--- config.mk ---
export PLATFORM = sky130hd
export DESIGN_NAME = bip_port
export DESIGN_NICKNAME = d
export VERILOG_FILES = /design/src/verilog/bip_pkg.sv /design/src/verilog/bip_port.sv /design/src/verilog/bip_pin.sv
export SDC_FILE = /design/constraint.sdc
export NUM_CORES = 1
export LEC_CHECK = 0
export CORE_UTILIZATION = 68
export CTS_CLUSTER_SIZE = 40
export DETAILED_ROUTE_END_ITERATION = 10
export DONT_BUFFER_PORTS = 1
export PLACE_DENSITY = 0.84
export SLEW_MARGIN = 20
export SYNTH_ARGS = -nofsm -noshare
export SYNTH_HDL_FRONTEND = slang
export SYNTH_HIERARCHICAL = 1
export SYNTH_SLANG_ARGS = --single-unit
--- constraint.sdc ---
create_clock -name clk_in -period 5.1 [get_ports clk_in]
set_clock_uncertainty 0.15 [all_clocks]
set_input_delay 1.02 -clock clk_in [delete_from_list [all_inputs] [get_ports clk_in]]
set_output_delay 1.02 -clock clk_in [all_outputs]
set_load 0.1 [all_outputs]
--- src/verilog/bip_pkg.sv ---
// Purpose: Shared constants for the bidirectional I/O port block.
// Assumes: One core clock; registers reached over a plain strobe port.
// Notes: Offsets and bit positions below are used by the port module, its checker and the bench.

`default_nettype none

package bip_pkg;

    // Port geometry.
    localparam int BIP_PINS = 8;
    localparam int BIP_ADDR_W = 4;
    localparam int BIP_DATA_W = 8;

    // Register offsets, port A.
    localparam logic [3:0] BIP_OFS_A_DATA = 4'h0;
    localparam logic [3:0] BIP_OFS_A_DIR = 4'h1;
    localparam logic [3:0] BIP_OFS_A_OPT = 4'h2;

    // Register offsets, port B.
    localparam logic [3:0] BIP_OFS_B_DATA = 4'h4;
    localparam logic [3:0] BIP_OFS_B_DIR = 4'h5;
    localparam logic [3:0] BIP_OFS_B_OPT = 4'h6;

    // Register offsets, interrupt control, status and mask.
    localparam logic [3:0] BIP_OFS_IRQ_CTRL = 4'h8;
    localparam logic [3:0] BIP_OFS_IRQ_STAT = 4'h9;
    localparam logic [3:0] BIP_OFS_IRQ_MASK = 4'ha;

    // Interrupt control bit positions.
    localparam int BIP_CTRL_A_LEVEL = 0;
    localparam int BIP_CTRL_B_RISE = 1;
    localparam int BIP_CTRL_GEN = 2;

    // Status and mask bit positions.
    localparam int BIP_STAT_A = 0;
    localparam int BIP_STAT_B = 1;

    // Reset values.
    localparam logic [7:0] BIP_RST_PORT = 8'h00;
    localparam logic [2:0] BIP_RST_CTRL = 3'h0;
    localparam logic [1:0] BIP_RST_STAT = 2'h0;
    localparam logic [1:0] BIP_RST_MASK = 2'h0;

endpackage : bip_pkg

`default_nettype wire

--- src/verilog/bip_port.sv ---
// Purpose: Two eight-pin general purpose I/O ports with external interrupts.
// Assumes: Single clock; all inputs synchronous; plain strobe register port.
// Notes: Each pin has direction, option and data bits; triggers are per port.
//
// What this block does
// - Ports have up to eight pins, each configured independently of the others.
// - Direction, option and data registers per port; bit n controls pin n.
// - Reset clears all port registers: input, pull-up, no interrupt.
// - Direction 0 makes an input; data reads return the pin level.
// - Direction 1 makes an output; written data latched, driven, read back.
// - Input modes by option,data: 00 pull-up, 01 none, 10 interrupt, 11 analog.
// - Output option 0 open-drain, 1 push-pull; data does not pick the mode.
// - Push-pull drives both levels; open-drain drives low only, else floats.
// - Interrupt-configured inputs feed interrupts; trigger kind chosen per port.
// - A peripheral reaches a pin only after software configures that pin.
// - Port A select: 0 falling edge, 1 low level; port B: 0 fall, 1 rise.
// - Pin events interrupt only when configured and global enable is set.

`timescale 1ns/1ps
`default_nettype none

module bip_port
    import bip_pkg::*;
(
    // Clock and reset.
    input wire logic clk_in,
    input wire logic rst_in,
    // Register port.
    input wire logic [3:0] addr_in,
    input wire logic [7:0] wr_data_in,
    input wire logic wr_in,
    input wire logic rd_in,
    output logic [7:0] rd_data_out,
    // Port A pins.
    input wire logic [7:0] a_pin_in,
    output logic [7:0] a_pin_out,
    output logic [7:0] a_pin_oe_out,
    output logic [7:0] a_pull_up_out,
    output logic [7:0] a_analog_out,
    // Port B pins.
    input wire logic [7:0] b_pin_in,
    output logic [7:0] b_pin_out,
    output logic [7:0] b_pin_oe_out,
    output logic [7:0] b_pull_up_out,
    output logic [7:0] b_analog_out,
    // Alternate function requests from peripherals.
    input wire logic [7:0] a_alt_req_in,
    input wire logic [7:0] a_alt_val_in,
    input wire logic [7:0] b_alt_req_in,
    input wire logic [7:0] b_alt_val_in,
    // Interrupt request.
    output logic irq_out
);

    // Port configuration registers.
    logic [7:0] a_latch_r;
    logic [7:0] a_dir_r;
    logic [7:0] a_opt_r;
    logic [7:0] b_latch_r;
    logic [7:0] b_dir_r;
    logic [7:0] b_opt_r;

    // Interrupt control, status and mask.
    logic port_a_level_select_r;
    logic port_b_polarity_select_r;
    logic global_irq_enable_r;
    logic [1:0] irq_stat_r;
    logic [1:0] irq_stat_nxt;
    logic [1:0] irq_mask_r;

    // Per-pin combinational results.
    logic [7:0] a_read;
    logic [7:0] a_fall;
    logic [7:0] a_rise;
    logic [7:0] a_low;
    logic [7:0] b_read;
    logic [7:0] b_fall;
    logic [7:0] b_rise;
    logic [7:0] b_low;

    // Port-level trigger events.
    logic a_event;
    logic b_event;
    logic [1:0] events;
    logic stat_rd;
    logic [7:0] rd_data_nxt;

    // One pin cell per bit, all alike and independent.
    genvar gi;
    generate
        for (gi = 0; gi < BIP_PINS; gi = gi + 1) begin : g_pin
            // Port A pin.
            bip_pin u_a (
                .clk_in(clk_in),
                .rst_in(rst_in),
                .dir_in(a_dir_r[gi]),
                .opt_in(a_opt_r[gi]),
                .latch_in(a_latch_r[gi]),
                .alt_req_in(a_alt_req_in[gi]),
                .alt_val_in(a_alt_val_in[gi]),
                .pin_in(a_pin_in[gi]),
                .pin_out(a_pin_out[gi]),
                .pin_oe_out(a_pin_oe_out[gi]),
                .pull_up_out(a_pull_up_out[gi]),
                .analog_out(a_analog_out[gi]),
                .read_bit_out(a_read[gi]),
                .fall_out(a_fall[gi]),
                .rise_out(a_rise[gi]),
                .low_out(a_low[gi])
            );

            // Port B pin.
            bip_pin u_b (
                .clk_in(clk_in),
                .rst_in(rst_in),
                .dir_in(b_dir_r[gi]),
                .opt_in(b_opt_r[gi]),
                .latch_in(b_latch_r[gi]),
                .alt_req_in(b_alt_req_in[gi]),
                .alt_val_in(b_alt_val_in[gi]),
                .pin_in(b_pin_in[gi]),
                .pin_out(b_pin_out[gi]),
                .pin_oe_out(b_pin_oe_out[gi]),
                .pull_up_out(b_pull_up_out[gi]),
                .analog_out(b_analog_out[gi]),
                .read_bit_out(b_read[gi]),
                .fall_out(b_fall[gi]),
                .rise_out(b_rise[gi]),
                .low_out(b_low[gi])
            );
        end
    endgenerate

    // Port A configuration registers; bit n belongs to pin n.
    always_ff @(posedge clk_in or posedge rst_in) begin
        if (rst_in) begin
            a_latch_r <= BIP_RST_PORT;
            a_dir_r <= BIP_RST_PORT;
            a_opt_r <= BIP_RST_PORT;
        end else if (wr_in) begin
            if (addr_in == BIP_OFS_A_DATA) begin
                a_latch_r <= wr_data_in;
            end
            if (addr_in == BIP_OFS_A_DIR) begin
                a_dir_r <= wr_data_in;
            end
            if (addr_in == BIP_OFS_A_OPT) begin
                a_opt_r <= wr_data_in;
            end
        end
    end

    // Port B configuration registers; bit n belongs to pin n.
    always_ff @(posedge clk_in or posedge rst_in) begin
        if (rst_in) begin
            b_latch_r <= BIP_RST_PORT;
            b_dir_r <= BIP_RST_PORT;
            b_opt_r <= BIP_RST_PORT;
        end else if (wr_in) begin
            if (addr_in == BIP_OFS_B_DATA) begin
                b_latch_r <= wr_data_in;
            end
            if (addr_in == BIP_OFS_B_DIR) begin
                b_dir_r <= wr_data_in;
            end
            if (addr_in == BIP_OFS_B_OPT) begin
                b_opt_r <= wr_data_in;
            end
        end
    end

    // Interrupt control: trigger selects and global enable.
    always_ff @(posedge clk_in or posedge rst_in) begin
        if (rst_in) begin
            port_a_level_select_r <= BIP_RST_CTRL[BIP_CTRL_A_LEVEL];
            port_b_polarity_select_r <= BIP_RST_CTRL[BIP_CTRL_B_RISE];
            global_irq_enable_r <= BIP_RST_CTRL[BIP_CTRL_GEN];
        end else if (wr_in && addr_in == BIP_OFS_IRQ_CTRL) begin
            port_a_level_select_r <= wr_data_in[BIP_CTRL_A_LEVEL];
            port_b_polarity_select_r <= wr_data_in[BIP_CTRL_B_RISE];
            global_irq_enable_r <= wr_data_in[BIP_CTRL_GEN];
        end
    end

    // Interrupt mask register, same layout as the status register.
    always_ff @(posedge clk_in or posedge rst_in) begin
        if (rst_in) begin
            irq_mask_r <= BIP_RST_MASK;
        end else if (wr_in && addr_in == BIP_OFS_IRQ_MASK) begin
            irq_mask_r <= wr_data_in[1:0];
        end
    end

    // Port A fires on any interrupt pin falling, or held low in level mode.
    assign a_event = port_a_level_select_r ? (|a_low) : (|a_fall);

    // Port B fires on any interrupt pin falling or rising, as selected.
    assign b_event = port_b_polarity_select_r ? (|b_rise) : (|b_fall);

    // Events reach status only while the global enable is set.
    assign events = global_irq_enable_r ? {b_event, a_event} : 2'h0;

    // A status read clears the sticky bits it returned.
    assign stat_rd = rd_in && addr_in == BIP_OFS_IRQ_STAT;

    // A new event in the clearing cycle survives the clear.
    always_comb begin
        irq_stat_nxt = stat_rd ? 2'h0 : irq_stat_r;
        irq_stat_nxt = irq_stat_nxt | events;
    end

    // Sticky status bits.
    always_ff @(posedge clk_in or posedge rst_in) begin
        if (rst_in) begin
            irq_stat_r <= BIP_RST_STAT;
        end else begin
            irq_stat_r <= irq_stat_nxt;
        end
    end

    // Level interrupt while an unmasked status bit is set.
    always_ff @(posedge clk_in or posedge rst_in) begin
        if (rst_in) begin
            irq_out <= 1'b0;
        end else begin
            irq_out <= |(irq_stat_nxt & irq_mask_r);
        end
    end

    // Read multiplexer; data reads pick pin or latch per bit.
    always_comb begin
        rd_data_nxt = 8'h00;
        unique case (addr_in)
            BIP_OFS_A_DATA: rd_data_nxt = a_read;
            BIP_OFS_A_DIR: rd_data_nxt = a_dir_r;
            BIP_OFS_A_OPT: rd_data_nxt = a_opt_r;
            BIP_OFS_B_DATA: rd_data_nxt = b_read;
            BIP_OFS_B_DIR: rd_data_nxt = b_dir_r;
            BIP_OFS_B_OPT: rd_data_nxt = b_opt_r;
            BIP_OFS_IRQ_CTRL: begin
                rd_data_nxt[BIP_CTRL_A_LEVEL] = port_a_level_select_r;
                rd_data_nxt[BIP_CTRL_B_RISE] = port_b_polarity_select_r;
                rd_data_nxt[BIP_CTRL_GEN] = global_irq_enable_r;
            end
            BIP_OFS_IRQ_STAT: rd_data_nxt[1:0] = irq_stat_r;
            BIP_OFS_IRQ_MASK: rd_data_nxt[1:0] = irq_mask_r;
            default: rd_data_nxt = 8'h00;
        endcase
    end

    // Read data stand in the cycle after the strobe only.
    always_ff @(posedge clk_in or posedge rst_in) begin
        if (rst_in) begin
            rd_data_out <= 8'h00;
        end else if (rd_in) begin
            rd_data_out <= rd_data_nxt;
        end else begin
            rd_data_out <= 8'h00;
        end
    end

endmodule : bip_port

`default_nettype wire

--- src/verilog/bip_pin.sv ---
// Purpose: One I/O pin: mode decode, registered drive and trigger detection.
// Assumes: pin_in is synchronous to clk_in.
// Notes: Drive outputs lag the configuration registers by one clock.

`timescale 1ns/1ps
`default_nettype none

module bip_pin (
    // Clock and reset.
    input wire logic clk_in,
    input wire logic rst_in,
    // Configuration bits of this pin.
    input wire logic dir_in,
    input wire logic opt_in,
    input wire logic latch_in,
    // Alternate function from a peripheral.
    input wire logic alt_req_in,
    input wire logic alt_val_in,
    // Pin level seen from outside.
    input wire logic pin_in,
    // Registered pin drive.
    output logic pin_out,
    output logic pin_oe_out,
    output logic pull_up_out,
    output logic analog_out,
    // Combinational read value and trigger terms.
    output logic read_bit_out,
    output logic fall_out,
    output logic rise_out,
    output logic low_out
);

    logic irq_cfg;
    logic drive_val;
    logic prev_r;

    // Input with pull-up and interrupt is the only interrupt-capable code.
    assign irq_cfg = !dir_in && opt_in && !latch_in;

    // The alternate value replaces the latch whenever requested; the enable still needs an output pin.
    assign drive_val = alt_req_in ? alt_val_in : latch_in;

    // Reads return the pin level for inputs and the latch for outputs.
    assign read_bit_out = dir_in ? latch_in : pin_in;

    // Trigger terms, qualified by the pin's own interrupt configuration.
    assign fall_out = irq_cfg && prev_r && !pin_in;
    assign rise_out = irq_cfg && !prev_r && pin_in;
    assign low_out = irq_cfg && !pin_in;

    // Previous pin level for edge detection; idles high like a pulled-up pin.
    always_ff @(posedge clk_in or posedge rst_in) begin
        if (rst_in) begin
            prev_r <= 1'b1;
        end else begin
            prev_r <= pin_in;
        end
    end

    // Output driver: push-pull drives both levels, open-drain only pulls low.
    always_ff @(posedge clk_in or posedge rst_in) begin
        if (rst_in) begin
            pin_out <= 1'b0;
            pin_oe_out <= 1'b0;
        end else begin
            pin_out <= drive_val;
            pin_oe_out <= dir_in && (opt_in || !drive_val);
        end
    end

    // Input options: pull-up for codes 00 and 10, analog path for code 11.
    always_ff @(posedge clk_in or posedge rst_in) begin
        if (rst_in) begin
            pull_up_out <= 1'b1;
            analog_out <= 1'b0;
        end else begin
            pull_up_out <= !dir_in && !latch_in;
            analog_out <= !dir_in && opt_in && latch_in;
        end
    end

endmodule : bip_pin

`default_nettype wire

==> results of run 1 <==
==> area by class of cell <==
cell class	count	area share [%]
sequential	144	50.1
multi-input combinational	285	36.1
clock buffer	22	6.37
inverter	51	2.63
clock inverter	10	2.51
tap	129	2.22
timing repair buffer	1	0.103
==> through the flow <==
| step | instance area (µm²) | power (µW) | hold WS, ps | setup slack (ps) | instances |
|---|---|---|---|---|---|
| after detailed placement | 6630 | 3010 | 369 | 2300 | 610 |
| after floorplan | 6510 | 2860 | 328 | 2330 | 492 |
| final | 7270 | 4350 | 104 | 2450 | 642 |
| after CTS | 7270 | 4360 | 98.0 | 2440 | 642 |
| after global placement | 6630 | 2980 | 364 | 2350 | 610 |
| after global routing | 7270 | 4480 | 104 | 2420 | 642 |
==> how the worst min path moves through the flow <==
stage | startpoint | endpoint | slack, ps
detailed placement | irq_stat_r[0] | irq_stat_r[0] | 370
finish | rst_in | g_pin[3].u_b/pin_oe_out | 100
CTS | rst_in | g_pin[3].u_b/pin_oe_out | 100
global route | rst_in | g_pin[3].u_b/pin_out | 100
floorplan | a_latch_r[0] | g_pin[0].u_a/pull_up_out | 330
global placement | a_latch_r[4] | g_pin[4].u_a/pull_up_out | 360
==> routing by layer <==
layer / wire, µm / share of wire, % / vias up / track usage [%]
met5: 0 / 0 / - / 0
li1: - / - / 1742 / -
met4: 280 / 1.9 / 0 / 11.7
met3: 875 / 5.9 / 24 / 9.75
met1: 5850 / 40 / 2054 / 39.9
met2: 7710 / 52 / 140 / 53.4
==> where the power goes <==
group	internal, µW	leakage, µW	total [µW]	switching, µW
clock	881	0.000307	1350	466
combinational	287	0.00116	483	196
sequential	1390	0.00174	2520	1120
total	2560	0.00321	4350	1780
==> placed cells by master, fill, tap and decap left out, drive strengths merged, types with 3 or more instances in the layout <==
cell type    n
a21boi      16
mux2        89
nor4b       24
inv         51
nor3         6
or4          4
o21a         4
clkinvlp     3
nand2        4
dfrtp      112
and3         5
bufinv       5
nor2b        7
nor2        35
nand2b      17
nand3        5
a22oi       12
o22ai        4
o311a        3
dfstp       32
a31oi        4
mux2i        6
nor3b        3
clkbuf      22
and2        17
nor4         4
==> metrics.md, run 1 <==
| Metric | Value |
|---|---|
| First-pass GRT wire length | `23.4 mm` |
| CP Depth | `0` |
| Worst EP arrival | `1480 ps` |
| Core area | `9240 µm²` |
| PD cells | `598 nW/µm²` |
| Final Max Slew Viols | `0` |
| Port Buffers | `0` |
| Post-DP HPWL | `10.3 mm` |
| CP Capture Type | `output pin` |
| Slew at the pin closest to its max-slew limit | `912 ps` |
| Via count | `3960` |
| DRT Pass-1 Iters | `5` |
| Congestion Overflow GR | `0` |
| Status | `complete, no violations` |
| I/O pins | `137` |
| Die H | `99.9 µm` |
| Detailed Route Iter0 Violations | `200` |
| Leak | `0.00321 µW` |
| Number of global-route vias before repair | `4305` |
| Max-cap violations | `0` |
| Area of the multi-input gates | `2620 µm²` |
| Worst IR drop on VDD | `405 µV` |
| # Post-CTS Setup Buffers | `0` |
| FF+latch area | `3640 µm²` |
| TritonCTS Buffers | `17` |
| Nets@finish | `564` |
| Post-CTS Hold Buffers | `0` |
| CP Class | `reg2out` |
| Critical R2R Launch | `b_opt_r[4]` |
| Root buffer cell | `clkbuf_8` |
| Tmin final | `2650 ps` |
| Synth Instances | `492` |
| Layout fillers | `541` |
| Final WL | `14.7 mm` |
| Relative slew slack | `39.2%` |
| Worst-Skew Late Latency | `540 ps` |
| Chip width | `99.9 µm` |
| FF-to-FF End | `irq_out` |
| H-tree lvl count | `4` |
| Worst reg2reg setup slack | `2790 ps` |
| Diode count | `0` |
| CTS tree | `done` |
| Full die area | `9970 µm²` |
| Initial antenna violation count | `0` |
| Worst Reg2Reg Path Length in Cells | `5` |
| Post-Syn Area | `6510 µm²` |
| Synthesized net count | `556` |
| Crit path max fanout | `1` |
| Hold Fails Final Rpt | `0` |
| Finished Core Util | `78.7%` |
| Post_cts resized | `0` |
| Area growth, synth to finish | `11.6%` |
| GRT Util Overall | `32.1%` |
| Final period util | `51.9%` |
| Antenna-violating nets left | `0` |
| Starting density of the core | `70.5%` |
| Crit path launch | `irq_out` |
| CP endpoint | `irq_out` |
| Post-synthesis area per instance | `13.2 µm²` |
| Vias per inst | `6.17` |
| Worst EP required | `3930 ps` |
| Layout cell share with drive strength beyond 1 | `36.6%` |
| Unrepaired setup endpoints after global routing | `no` |
| Largest net degree at the start of global routing | `37` |
| # rows | `35` |
| Worst-path clk slew | `60 ps` |
| Yosys warning total | `6` |
| Post-DR wirelength/cell | `22.9 µm` |
| DRC errors left | `0` |
| Clock tree sinks | `144` |
| GPL Wtd Cong | `0.868` |
| Setup TNS | `0 ps` |
| CTS max path bufs | `2` |
| HP Class | `in2async` |
| Setup Viol. Count Final | `0` |
| Kind of start point of the critical path | `register` |
| Fmax | `0.378 GHz` |
Note: power is estimated with default switching activity, not from simulation.
==> run 2, diff against run 1 <==
CORE_UTILIZATION = 63   (was 68)
PLACE_DENSITY = 0.79   (was 0.84)
clock period = 2.5 ns   (was 5.1 ns; I/O delays follow)
==> run 2 against run 1 <==
  * Combinational power grew to 5.2 times the previous value
  * Global-route usage is 0.67 points lower
  * Via count is 11% higher
  * Sequential power is 56% higher
  * Clock power is 87% higher
  * Register-to-register slack worse by 2700 ps
  * Non-clock buffer count is 96 higher
  * Wire length is 8.1% higher
  * First-iteration DRC count is 20% higher
  * Largest cell class unchanged
==> metrics.md, run 2 (synthesized netlist as in run 1, its figures left out) <==
| Metric | Value |
|---|---|
| Status | `complete, no violations` |
| Crit path max-delay cell type | `dlygate4sd3_1` |
| CTS tree | `done` |
| DRC errors left | `0 (unchanged)` |
| Clock tree sinks | `144 (unchanged)` |
| Chip width | `104 µm (+3.8%)` |
| Via count | `4382 (+11%)` |
| Crit path cell chain | `mux2_2, mux4_2, a22oi_1, nor3b_1, dlygate4sd3_1` |
| Dpl ws | `207 ps (-2090 ps)` |
| Area growth, synth to finish | `23.6%` |
| Post-route setup slack | `122 ps (-2330 ps)` |
| Most frequent cells in the layout | `dfrtp_1 (110), mux2_2 (87), buf_4 (62)` |
| Worst EP arrival | `2630 ps (+1150 ps)` |
| Diode count | `0 (unchanged)` |
| Worst hold slack | `5.73 ps (-97.9 ps)` |
| # rows | `36 (+2.9%)` |
| Final period util | `95.1%` |
| Die H | `104 µm (+3.8%)` |
| Full die area | `10700 µm² (+7.8%)` |
| CTS max path bufs | `2 (unchanged)` |
| Slew at the pin closest to its max-slew limit | `950 ps (+37.6 ps)` |
| Post-DP HPWL | `10.4 mm (+0.76%)` |
| Kind of start point of the critical path | `register` |
| Vias per inst | `5.91 (-4.3%)` |
| Final Power | `8990 µW (+110%)` |
| Layout fillers | `536 (-0.92%)` |
| Core area | `9910 µm² (+7.2%)` |
| GRT Util Overall | `31.4% (-0.67 points)` |
| Commonest non-fill, non-tap cell in the layout | `dfrtp_1` |
| Layout cell share with drive strength beyond 1 | `41.4% (+4.7 points)` |
| Worst EP required | `2760 ps (-1170 ps)` |
| Buf+Inv Stages, Crit Path | `1` |
| Tmin final | `2380 ps` |
| Fin cells | `742 (+16%)` |
| Nets@finish | `660 (+17%)` |
| PD cells | `1120 nW/µm² (+87%)` |
| Starting density of the core | `65.7% (-4.8 points)` |
| First-pass GRT wire length | `25.4 mm (+8.7%)` |
| Placed Cells | `676 (+11%)` |
| Root buffer cell | `clkbuf_8` |
| Area of the multi-input gates | `2620 µm² (unchanged)` |
| Leak | `0.00365 µW (+14%)` |
| GPL Wtd Cong | `0.905 (+4.3%)` |
| H-tree lvl count | `4 (unchanged)` |
| Setup TNS | `0 ps (unchanged)` |
| Post-DR wirelength/cell | `21.4 µm (-6.5%)` |
| FF+latch area | `3650 µm² (about the same)` |
| Relative slew slack | `36.5% (-2.8 points)` |
| Port Buffers | `0 (unchanged)` |
| Max incr delay on CP | `570 ps` |
| Worst reg2reg setup slack | `120 ps (-2670 ps)` |
| Hold Fails Final Rpt | `0 (unchanged)` |
| Critical path's top delay family | `multiplexers` |
| Worst-path clk slew | `60 ps (about the same)` |
| Initial antenna violation count | `0 (unchanged)` |
| Detailed Route Iter0 Violations | `239 (+20%)` |
| I/O pins | `137 (unchanged)` |
| DRT Pass-1 Iters | `5 (unchanged)` |
| CP Class | `reg2reg` |
| Antenna-violating nets left | `0 (unchanged)` |
| Largest net degree at the start of global routing | `37 (unchanged)` |
| Final Max Slew Viols | `0 (unchanged)` |
| Congestion Overflow GR | `0 (unchanged)` |
| Fmax | `0.420 GHz` |
| Number of global-route vias before repair | `4696 (+9.1%)` |
| Setup Viol. Count Final | `0 (unchanged)` |
| Max-cap violations | `0 (unchanged)` |
| Worst-Skew Late Latency | `530 ps (about the same)` |
| HP Class | `in2reg` |
| TritonCTS Buffers | `17 (unchanged)` |
| Worst IR drop on VDD | `925 µV (+130%)` |
| Unrepaired setup endpoints after global routing | `no` |
| Crit path max fanout | `7 (+6)` |
| CP Capture Type | `register` |
| Final WL | `15.9 mm (+8.1%)` |
==> run 2: what timing repair did <==
item	CTS	global route
hold endpoints to repair	197	0
hold buffers	34	0
setup buffers	0	0
endpoints found under the setup margin	0	1
gates resized for setup	0	2
==> run 2: path summary, 6_finish.rpt <==
check / start / endpoint / depth (start not counted)
max in group asynchronous: rst_in / b_latch_r[3] / 3
hold / removal: b_alt_val_in[7] / g_pin[7].u_b/pin_out / 1
hold reg to reg: a_dir_r[6] / g_pin[6].u_a/pull_up_out / 1
setup reg to reg: b_dir_r[6] / rd_data_out[6] / 5
setup / recovery: b_dir_r[6] / rd_data_out[6] / 5
min in group asynchronous: rst_in / g_pin[7].u_b/analog_out / 2
==> run 2: layer usage <==
| metal | vias to the layer above | GRT usage (%) | part of all wire [%] |
|---|---|---|---|
| li1 | 1944 | - | - |
| met3 | 42 | 7.17 | 7.2 |
| met4 | 0 | 15.3 | 3.6 |
| met5 | - | 0 | 0 |
| met1 | 2178 | 39.0 | 39 |
| met2 | 218 | 52.2 | 51 |
==> run 2: where the power goes <==
part           internal, µW  total [µW]  switching (µW)
logic                   826        2520            1690
registers              2870        3940            1070
clock network          1590        2530             938
total                  5290        8990            3700
==> run 2: through the flow <==
| stage | utilization (%) | cell area, µm² |
|---|---|---|
| finish | 81.2 | 8050 |
| global route | 81.2 | 8050 |
| CTS | 81.2 | 8050 |
| detailed placement | 71.7 | 7110 |
| global placement | 71.7 | 7110 |
| floorplan | - | 6510 |
==> run 2: cell type report <==
type	instances	share of cell area, %
tap	133	2.07
sequential	144	45.3
multi-input combinational	285	32.6
timing repair buffer	97	10.3
clock buffer	22	5.75
inverter	51	2.38
clock inverter	10	1.66
